===== src/inc/swcfg_pkg.sv =====
// Constants, types and helpers of the per-port switch configuration bank.
package swcfg_pkg;

  // Geometry of the bank.
  localparam int PORT_TOTAL = 16;           // Ports that each own a copy.
  localparam int PORT_W     = 4;            // Width of a port number.
  localparam int ADDR_W     = 17;           // Avalon byte address width.
  localparam int DATA_W     = 32;           // Avalon data width.
  localparam int BE_W       = DATA_W / 8;   // Byte enables per word.
  localparam int PORT_LSB   = 8;            // Copies sit 0x100 apart.
  localparam int ROUTE_W    = 8;            // Default output port width.
  localparam int ERR_W      = 3;            // Error detection enables.
  localparam int IRQ_W      = 4;            // Interrupt status bits.

  // Byte addresses of port 0's copies and of the interrupt registers.
  localparam logic [ADDR_W-1:0] GEN_CTL_OFS  = 17'h1603c;
  localparam logic [ADDR_W-1:0] TAG_OFS      = 17'h1606c;
  localparam logic [ADDR_W-1:0] ROUTE_OFS    = 17'h16078;
  localparam logic [ADDR_W-1:0] ERR_EN_OFS   = 17'h1607c;
  localparam logic [ADDR_W-1:0] IRQ_STAT_OFS = 17'h17000;
  localparam logic [ADDR_W-1:0] IRQ_MASK_OFS = 17'h17004;

  // Turns a bit number counted from the most significant end into a
  // vector index.
  function automatic int bitpos(input int msb0);
    return DATA_W - 1 - msb0;
  endfunction

  // Field positions, given as the printed big-endian bit numbers.
  localparam int FOUND_POS     = bitpos(2);
  localparam int BAD_REQ_POS   = bitpos(4);
  localparam int BAD_REPLY_POS = bitpos(8);
  localparam int UNKNOWN_POS   = bitpos(9);
  localparam int ROUTE_POS     = bitpos(31);
  localparam int FOUND_BYTE    = FOUND_POS / 8;

  // Index of each error kind in the enables and in interrupt status.
  localparam int ERR_BAD_REQ   = 0;
  localparam int ERR_BAD_REPLY = 1;
  localparam int ERR_UNKNOWN   = 2;
  localparam int IRQ_DISCARD   = 3;

  // Reset values.
  localparam logic               FOUND_RST = 1'h0;
  localparam logic [DATA_W-1:0]  TAG_RST   = 32'h0;
  localparam logic [ROUTE_W-1:0] ROUTE_RST = 8'hff;
  localparam logic [ERR_W-1:0]   ERR_RST   = 3'h0;
  localparam logic [IRQ_W-1:0]   IRQ_RST   = 4'h0;

  // Bus handshake states, Gray coded along idle, fetch, acknowledge.
  typedef enum logic [1:0] {
    ST_IDLE  = 2'h0,
    ST_FETCH = 2'h1,
    ST_ACK   = 2'h3
  } swcfg_state_t;

  // Register selected by an address.
  typedef enum logic [2:0] {
    R_NONE, R_GEN, R_TAG, R_ROUTE, R_ERR, R_STAT, R_MASK
  } swcfg_reg_t;

  // Decoded address: register kind and owning port.
  typedef struct packed {
    swcfg_reg_t        kind;
    logic [PORT_W-1:0] port;
  } swcfg_sel_t;

  // Maps a byte address onto a register; port n's copy is 0x100 above
  // port n-1's copy.
  function automatic swcfg_sel_t decode(input logic [ADDR_W-1:0] a);
    swcfg_sel_t s;
    s.kind = R_NONE;
    s.port = a[PORT_LSB +: PORT_W];
    if (a == IRQ_STAT_OFS) begin
      s.kind = R_STAT;
    end else if (a == IRQ_MASK_OFS) begin
      s.kind = R_MASK;
    end else if (a[ADDR_W-1:PORT_LSB+PORT_W] ==
                 GEN_CTL_OFS[ADDR_W-1:PORT_LSB+PORT_W]) begin
      if (a[PORT_LSB-1:0] == GEN_CTL_OFS[PORT_LSB-1:0]) s.kind = R_GEN;
      if (a[PORT_LSB-1:0] == TAG_OFS[PORT_LSB-1:0]) s.kind = R_TAG;
      if (a[PORT_LSB-1:0] == ROUTE_OFS[PORT_LSB-1:0]) s.kind = R_ROUTE;
      if (a[PORT_LSB-1:0] == ERR_EN_OFS[PORT_LSB-1:0]) s.kind = R_ERR;
    end
    return s;
  endfunction

  // Expands byte enables into a bit mask.
  function automatic logic [DATA_W-1:0] be_mask(input logic [BE_W-1:0] be);
    logic [DATA_W-1:0] m;
    m = '0;
    for (int i = 0; i < BE_W; i++) begin
      m[i*8 +: 8] = {8{be[i]}};
    end
    return m;
  endfunction

  // Replaces the enabled bytes of an old word by new data.
  function automatic logic [DATA_W-1:0] merge(input logic [DATA_W-1:0] o,
      input logic [DATA_W-1:0] n, input logic [BE_W-1:0] be);
    return (o & ~be_mask(be)) | (n & be_mask(be));
  endfunction

endpackage


===== src/inc/swcfg_tag_if.sv =====
// Link between the bank's control logic and its component tag memory.
`timescale 1ns/1ps
interface swcfg_tag_if;
  logic                                we;     // Write strobe.
  logic [swcfg_pkg::PORT_W-1:0]        addr;   // Port whose tag is used.
  logic [swcfg_pkg::DATA_W-1:0]        wdata;  // Write data.
  logic [swcfg_pkg::BE_W-1:0]          be;     // Byte enables.
  logic [swcfg_pkg::DATA_W-1:0]        rdata;  // Registered read data.

  // Control side drives requests.
  modport ctrl (output we, addr, wdata, be, input rdata);
  // Memory side answers them.
  modport mem (input we, addr, wdata, be, output rdata);
endinterface


===== src/hw/swcfg_csr.sv =====
// Per-port configuration register bank of a packet switch.
`timescale 1ns/1ps
// Contract
// - One copy per port, 0x100 apart.
// - Found-by-host flag is read/write, resets zero.
// - Per-port 32-bit tag, read/write, resets zero.
// - Lookup misses go to the default port.
// - Default at or above port count means unmapped.
// - Unmapped default route discards the packet.
// - Bad request check only while enabled.
// - Bad reply check only while enabled.
// - Unknown request check only while enabled.
module swcfg_csr (
  // Clock and reset.
  input  wire logic                     core_clk,
  input  wire logic                     reset,
  // Avalon-MM register slave.
  input  wire logic [16:0]              avs_address,
  input  wire logic                     avs_read,
  input  wire logic                     avs_write,
  input  wire logic [31:0]              avs_writedata,
  input  wire logic [3:0]               avs_byteenable,
  output wire logic [31:0]              avs_readdata,
  output wire logic                     avs_waitrequest,
  // Routing query from the forwarding logic.
  input  wire logic                     route_req,
  input  wire logic [3:0]               route_in_port,
  input  wire logic                     route_lut_hit,
  input  wire logic [7:0]               route_lut_port,
  output wire logic                     route_valid,
  output wire logic [7:0]               route_out_port,
  output wire logic                     route_discard,
  // Raw error events from the packet decoders.
  input  wire logic                     bad_request_error,
  input  wire logic                     bad_reply_error,
  input  wire logic                     unknown_request_error,
  input  wire logic [3:0]               err_port,
  output wire logic [2:0]               err_report,
  // Status to the rest of the switch.
  output wire logic [15:0]              found_by_host_flag,
  output wire logic                     irq
);

  localparam int P  = swcfg_pkg::PORT_TOTAL;
  localparam int DW = swcfg_pkg::DATA_W;
  localparam int RW = swcfg_pkg::ROUTE_W;

  // Bus handshake state.
  swcfg_pkg::swcfg_state_t state_q, state_d;   // Handshake phase.
  logic                    waitreq_q, waitreq_d; // Registered waitrequest.
  logic [DW-1:0]           readdata_q, readdata_d; // Registered read data.

  // Register contents.
  logic [P-1:0]                         found_q, found_d;   // Found flags.
  logic [P-1:0][RW-1:0]                 route_q, route_d;   // Defaults.
  logic [P-1:0][swcfg_pkg::ERR_W-1:0]   en_q, en_d;         // Check enables.
  logic [swcfg_pkg::IRQ_W-1:0]          stat_q, stat_d;     // Sticky events.
  logic [swcfg_pkg::IRQ_W-1:0]          mask_q, mask_d;     // Event masks.
  logic                                 irq_q, irq_d;       // Interrupt.

  // Routing and error answers.
  logic                        rvalid_q, rvalid_d;      // Forward result.
  logic [RW-1:0]               rport_q, rport_d;        // Chosen port.
  logic                        rdisc_q, rdisc_d;        // Discard result.
  logic [swcfg_pkg::ERR_W-1:0] err_q, err_d;            // Gated errors.
  logic [RW-1:0]               dflt;                    // Port's default.

  // Decode and data paths.
  swcfg_pkg::swcfg_sel_t sel;       // Selected register and port.
  logic [DW-1:0]         rd_word;   // Current value of selected register.
  logic [DW-1:0]         wr_word;   // Value after a byte-enabled write.
  logic [DW-1:0]         clr_bits;  // Bits a status write clears.
  logic                  commit_wr; // Write takes effect this edge.
  logic                  gen_wr;    // Write to a general control copy.

  // Tag memory link.
  swcfg_tag_if tag_bus ();

  assign sel       = swcfg_pkg::decode(avs_address);
  assign commit_wr = (state_q == swcfg_pkg::ST_ACK) && avs_write;
  assign gen_wr    = commit_wr && (sel.kind == swcfg_pkg::R_GEN);
  assign wr_word   = swcfg_pkg::merge(rd_word, avs_writedata, avs_byteenable);
  assign clr_bits  = avs_writedata & swcfg_pkg::be_mask(avs_byteenable);

  // Tag writes commit at the same edge as every other write.
  assign tag_bus.we    = commit_wr && (sel.kind == swcfg_pkg::R_TAG);
  assign tag_bus.addr  = sel.port;
  assign tag_bus.wdata = avs_writedata;
  assign tag_bus.be    = avs_byteenable;

  swcfg_tag_mem u_tag_mem (
    .core_clk (core_clk),
    .reset    (reset),
    .tag      (tag_bus.mem)
  );

  // Builds the selected register's read value; every unnamed bit is zero.
  always_comb begin
    rd_word = '0;
    unique case (sel.kind)
      swcfg_pkg::R_NONE: begin
        rd_word = '0;
      end
      swcfg_pkg::R_GEN: begin
        rd_word[swcfg_pkg::FOUND_POS] = found_q[sel.port];
      end
      swcfg_pkg::R_TAG: begin
        rd_word = tag_bus.rdata;
      end
      swcfg_pkg::R_ROUTE: begin
        rd_word[swcfg_pkg::ROUTE_POS +: RW] = route_q[sel.port];
      end
      swcfg_pkg::R_ERR: begin
        rd_word[swcfg_pkg::BAD_REQ_POS] =
          en_q[sel.port][swcfg_pkg::ERR_BAD_REQ];
        rd_word[swcfg_pkg::BAD_REPLY_POS] =
          en_q[sel.port][swcfg_pkg::ERR_BAD_REPLY];
        rd_word[swcfg_pkg::UNKNOWN_POS] =
          en_q[sel.port][swcfg_pkg::ERR_UNKNOWN];
      end
      swcfg_pkg::R_STAT: begin
        rd_word[swcfg_pkg::IRQ_W-1:0] = stat_q;
      end
      swcfg_pkg::R_MASK: begin
        rd_word[swcfg_pkg::IRQ_W-1:0] = mask_q;
      end
    endcase
  end

  // Handshake: seen in idle, read data fetched, then one cycle with
  // waitrequest low in which the master completes.
  always_comb begin
    state_d    = state_q;
    waitreq_d  = waitreq_q;
    readdata_d = readdata_q;
    unique case (state_q)
      swcfg_pkg::ST_IDLE: begin
        if (avs_read || avs_write) begin
          state_d = swcfg_pkg::ST_FETCH;
        end
      end
      swcfg_pkg::ST_FETCH: begin
        state_d    = swcfg_pkg::ST_ACK;
        waitreq_d  = 1'h0;
        readdata_d = avs_read ? rd_word : '0;
      end
      swcfg_pkg::ST_ACK: begin
        state_d   = swcfg_pkg::ST_IDLE;
        waitreq_d = 1'h1;
      end
      default: begin
        state_d   = swcfg_pkg::ST_IDLE;
        waitreq_d = 1'h1;
      end
    endcase
  end

  // Registers the handshake; waitrequest stays high while idle.
  always_ff @(posedge core_clk or posedge reset) begin
    if (reset) begin
      state_q    <= swcfg_pkg::ST_IDLE;
      waitreq_q  <= 1'h1;
      readdata_q <= '0;
    end else begin
      state_q    <= state_d;
      waitreq_q  <= waitreq_d;
      readdata_q <= readdata_d;
    end
  end

  // Routing: lookup hits pass through, misses take the ingress port's
  // default, and a default beyond the last port drops the packet.
  always_comb begin
    dflt     = route_q[route_in_port];
    rvalid_d = 1'h0;
    rdisc_d  = 1'h0;
    rport_d  = rport_q;
    if (route_req) begin
      if (route_lut_hit) begin
        rvalid_d = 1'h1;
        rport_d  = route_lut_port;
      end else if (dflt >= RW'(P)) begin
        rdisc_d = 1'h1;
      end else begin
        rvalid_d = 1'h1;
        rport_d  = dflt;
      end
    end
  end

  // Error events pass only while the reporting port's check is enabled.
  always_comb begin
    err_d = '0;
    err_d[swcfg_pkg::ERR_BAD_REQ] = bad_request_error &&
      en_q[err_port][swcfg_pkg::ERR_BAD_REQ];
    err_d[swcfg_pkg::ERR_BAD_REPLY] = bad_reply_error &&
      en_q[err_port][swcfg_pkg::ERR_BAD_REPLY];
    err_d[swcfg_pkg::ERR_UNKNOWN] = unknown_request_error &&
      en_q[err_port][swcfg_pkg::ERR_UNKNOWN];
  end

  // Registers the routing and error answers; valid, discard and errors as one-cycle pulses, the chosen port held.
  always_ff @(posedge core_clk or posedge reset) begin
    if (reset) begin
      rvalid_q <= 1'h0;
      rport_q  <= swcfg_pkg::ROUTE_RST;
      rdisc_q  <= 1'h0;
      err_q    <= '0;
    end else begin
      rvalid_q <= rvalid_d;
      rport_q  <= rport_d;
      rdisc_q  <= rdisc_d;
      err_q    <= err_d;
    end
  end

  // Applies software writes; an event arriving with a status clear wins.
  always_comb begin
    found_d = found_q;
    route_d = route_q;
    en_d    = en_q;
    stat_d  = stat_q;
    mask_d  = mask_q;
    if (commit_wr) begin
      unique case (sel.kind)
        swcfg_pkg::R_NONE, swcfg_pkg::R_TAG: begin
          stat_d = stat_q;
        end
        swcfg_pkg::R_GEN: begin
          found_d[sel.port] = wr_word[swcfg_pkg::FOUND_POS];
        end
        swcfg_pkg::R_ROUTE: begin
          route_d[sel.port] = wr_word[swcfg_pkg::ROUTE_POS +: RW];
        end
        swcfg_pkg::R_ERR: begin
          en_d[sel.port] = {wr_word[swcfg_pkg::UNKNOWN_POS],
                            wr_word[swcfg_pkg::BAD_REPLY_POS],
                            wr_word[swcfg_pkg::BAD_REQ_POS]};
        end
        swcfg_pkg::R_STAT: begin
          stat_d = stat_q & ~clr_bits[swcfg_pkg::IRQ_W-1:0];
        end
        swcfg_pkg::R_MASK: begin
          mask_d = wr_word[swcfg_pkg::IRQ_W-1:0];
        end
      endcase
    end
    stat_d = stat_d | {rdisc_d, err_d};
    irq_d  = |(stat_d & mask_d);
  end

  // Holds the register contents with their reset values.
  always_ff @(posedge core_clk or posedge reset) begin
    if (reset) begin
      found_q <= {P{swcfg_pkg::FOUND_RST}};
      route_q <= {P{swcfg_pkg::ROUTE_RST}};
      en_q    <= {P{swcfg_pkg::ERR_RST}};
      stat_q  <= swcfg_pkg::IRQ_RST;
      mask_q  <= swcfg_pkg::IRQ_RST;
      irq_q   <= 1'h0;
    end else begin
      found_q <= found_d;
      route_q <= route_d;
      en_q    <= en_d;
      stat_q  <= stat_d;
      mask_q  <= mask_d;
      irq_q   <= irq_d;
    end
  end

  assign avs_readdata       = readdata_q;
  assign avs_waitrequest    = waitreq_q;
  assign route_valid        = rvalid_q;
  assign route_out_port     = rport_q;
  assign route_discard      = rdisc_q;
  assign err_report         = err_q;
  assign found_by_host_flag = found_q;
  assign irq                = irq_q;
endmodule // swcfg_csr


===== src/hw/swcfg_tag_mem.sv =====
// Sixteen-word component tag memory with registered read data.
`timescale 1ns/1ps
module swcfg_tag_mem (
  // Clock and reset.
  input wire logic      core_clk,
  input wire logic      reset,
  // Access from the control logic.
  swcfg_tag_if.mem      tag
);

  localparam int P = swcfg_pkg::PORT_TOTAL;

  logic [P-1:0][swcfg_pkg::DATA_W-1:0] mem_q, mem_d;     // Stored tags.
  logic [swcfg_pkg::DATA_W-1:0]        rdata_q, rdata_d; // Read register.

  // Merges enabled bytes into the addressed word and reads it back.
  always_comb begin
    mem_d = mem_q;
    if (tag.we) begin
      mem_d[tag.addr] = swcfg_pkg::merge(mem_q[tag.addr], tag.wdata,
                                         tag.be);
    end
    rdata_d = mem_q[tag.addr];
  end

  // Holds the tags, all zero after reset.
  always_ff @(posedge core_clk or posedge reset) begin
    if (reset) begin
      mem_q   <= {P{swcfg_pkg::TAG_RST}};
      rdata_q <= swcfg_pkg::TAG_RST;
    end else begin
      mem_q   <= mem_d;
      rdata_q <= rdata_d;
    end
  end

  assign tag.rdata = rdata_q;
endmodule // swcfg_tag_mem


===== config.mk =====
export PLATFORM = sky130hd
export DESIGN_NAME = swcfg_csr
export DESIGN_NICKNAME = d
export VERILOG_FILES = /design/src/inc/swcfg_pkg.sv /design/src/inc/swcfg_tag_if.sv /design/src/hw/swcfg_csr.sv /design/src/hw/swcfg_tag_mem.sv
export SDC_FILE = /design/constraint.sdc
export NUM_CORES = 2
export LEC_CHECK = 0
export CORE_ASPECT_RATIO = 1.25
export CORE_MARGIN = 4
export CORE_UTILIZATION = 32
export CTS_CLUSTER_DIAMETER = 200
export DETAILED_ROUTE_END_ITERATION = 10
export DONT_BUFFER_PORTS = 1
export MAX_ROUTING_LAYER = met4
export SETUP_SLACK_MARGIN = 0.4
export SLEW_MARGIN = 5
export SYNTH_ARGS = -nofsm -noshare
export SYNTH_HDL_FRONTEND = slang
export SYNTH_SLANG_ARGS = --single-unit

===== constraint.sdc =====
create_clock -name core_clk -period 33.7 [get_ports core_clk]
set_input_delay 3.37 -clock core_clk [delete_from_list [all_inputs] [get_ports core_clk]]
set_output_delay 3.37 -clock core_clk [all_outputs]
set_load 0.03 [all_outputs]

==> reports/metrics.cfg <==
[sta]
finalSetupViolCount=0
fin_setup_tns_ns=0
min_period_ns=6.408
skew_ns=0.03449
worst_slew_pin_slew_ns=1.248
finalHoldViolations=0
maxSlewHeadroom_pct=14.44
max_freq_mhz=156.1
setup_ws_ns=27.29
finalCritPeriodShare_pct=19.01
drv_slew=0
rsz0062_at_grt=no
hold_slack_ns=0.4603

[yosys]
synth.distinct_cells=61
ys_async_sr_fraction_pct=100.0
synth_ff_type=dfrtp_1
synth_seq_area_share_pct=56.17
syn-cell-area_sq_mm=0.03563
syn_nets=3124
synth_edf_count=0
ys_warn_count=0
synth-seq-cells=793
syn-mean-instance-area_sq_um=11.70
syn_inst=3046

[floorplanning]
core_region_area_sq_mm=0.1103
rows=136
start_util_pct=32.32
dieHeight_microns=381.1
die_w_microns=306.5
ioPinCount=141
die-area_sq_mm=0.1168

[placement]
dp_slack_ns=26.59
port_buffers=0
dpl.hpwl_microns=59150
gp_congestion=0.8335

[layout]
final_layout_size_suffix_gt1_share_pct=21.64
final_cell_mix=666 x nand2_1, 656 x dfrtp_1, 563 x o21ai_0, 255 x mux4_2, 137 x dfstp_2
finish.net_count=2989
syn_to_final_growth_pct=11.04
finish.utilization_pct=35.89
final_common_cell=nand2_1

[routing]
dr.pass1.iters=5
ant_nets=0
drtIter0Drc=1824
num_vias=23180
drc_errors=0
wl_microns=96280
via_per_inst=5.229
routedWlPerCell_microns=21.72

[clock_network]
clockBufferDepth=3
cts-resized-gates=0
clock_latency_ns=0.65
cts_made_buffers=81
ctsHoldBuffers=0
cts_tree=done
clkTransAtPathRegs_ns=0.06
h-tree-depth=3
clock-root-buffer=clkbuf_16
cts.sinks=793
cts_setup_buffers=0

[critical_path]
worstSetupPathType=in2reg
r2r_start=state_q[0]
r2r_slack_ns=30.57
critPathLaunchType=input pin
arrival_ns=6.93
crit_fanout=64
endpoint_kind=flip-flop
reg2reg_to=u_tag_mem.mem_q[463]
crit_path_end=u_tag_mem.mem_q[463]
crit_start=avs_address[15]
crit_required_ns=34.22
r2r_cells=4

[pwr]
vdd_ir_drop_max_mv=0.08251
power.density_mw_per_mm2=50.29
leakagePower_nw=16.38

[global_route]
grtUsageTotal_pct=16.94
grt_pass1_wl_microns=149100
grt_use_met2_pct=27.19
grt_max_degree=190
met1_usage_pct=21.23
overflow=0
grtUsageMet3_pct=4.481
antenna_found_initial=7
top_usage_layer=met2
grt_pass1_vias=23477

[hold_path]
holdPathStages=1
hp-class=reg2reg

[job]
max-cap-violations=0

[run_status]
status=completed

synthesized netlist by cell type (all sizes together) (4+ instances only):
cell	number	area (sq um)
a21oi	86	464.2
a22o	26	227.7
a22oi	12	90.09
a32o	6	60.06
and2	7	43.79
and3	5	31.28
buf	66	365.4
clkbuf	184	691.9
dfrtp	656	16420
dfstp	137	3600
inv	10	37.54
mux2	48	540.5
mux2i	52	520.5
mux4	255	5743
nand2	682	2560
nand2b	9	56.30
nand3	15	75.07
nand4	5	31.28
nor2	66	247.7
nor2b	8	50.05
nor3	20	105.1
nor4	14	123.9
o211ai	4	30.03
o21ai	626	3144
how the worst min path moves through the flow:
stage,to,slack (ns),start
after floorplan,state_q[0],0.43,state_q[1]
after global placement,avs_readdata[10],0.45,u_tag_mem.tag.rdata[10]
after detailed placement,avs_readdata[14],0.45,u_tag_mem.tag.rdata[14]
after CTS,avs_readdata[14],0.46,u_tag_mem.tag.rdata[14]
after global routing,avs_readdata[14],0.48,u_tag_mem.tag.rdata[14]
final,avs_readdata[14],0.46,u_tag_mem.tag.rdata[14]
power breakdown:
part	switching, mW	internal (mW)
logic	0.0547	0.0210
registers	0.00549	0.957
clock network	0.393	0.559
final cells by class:
type                            count  area, sq um
Antenna cell                        8        20.02
Clock buffer                      118         2471
Clock inverter                     30        379.1
Fill cell                       10835        70700
Inverter                           11        48.80
Multi-Input combinational cell   1992        14570
Sequential cell                   793        20020
Tap cell                         1449         1813
Timing Repair Buffer               32        252.7
stage by stage:
step,power (mW),cell area [sq um],instances
global route,2.056,39560,4431
CTS,2.011,39550,4425
floorplan,1.049,35630,3046
finish,1.990,39570,4433
detailed placement,1.056,36700,4277
global placement,1.056,36700,4277
registers in the layout (all words and copies together), names as in the netlist, 2 cells and up:
register,flops
u_tag_mem.tag.rdata,32
found_by_host_flag,16
err_report,3
state_q,2
en_q,48
avs_readdata,32
route_out_port,8
u_tag_mem.mem_q,512
mask_q,4
stat_q,4
route_q,128
layer usage:
| metal | share of wire, % | vias to the layer above | routed length (microns) |
|---|---|---|---|
| met5 | 0 | - | 0 |
| met2 | 49 | 592 | 47080 |
| li1 | - | 10632 | - |
| met3 | 7.5 | 145 | 7234 |
| met4 | 2.5 | 0 | 2448 |
| met1 | 41 | 11811 | 39510 |
worst max-delay path, stage by stage:
cell and delay [ns]:
or4b_1 0.69, nor4_4 0.72, and2_1 0.80, nand2_2 0.85
o21ai_0 0.45
kinds of logic (layout without fill, tap and decap cells):
logic type             count (synthesis)  count (layout)  share of synthesized area, %
other                                  0               8                             0
DFF                                  793             793                         56.17
and+or+nand+nor                      850             850                         9.758
buffers and inverters                261             191                         3.083
AOI/OAI and AO/OA                    787             787                         11.90
muxes                                355             355                         19.09
(Power assumes the default switching activity.)
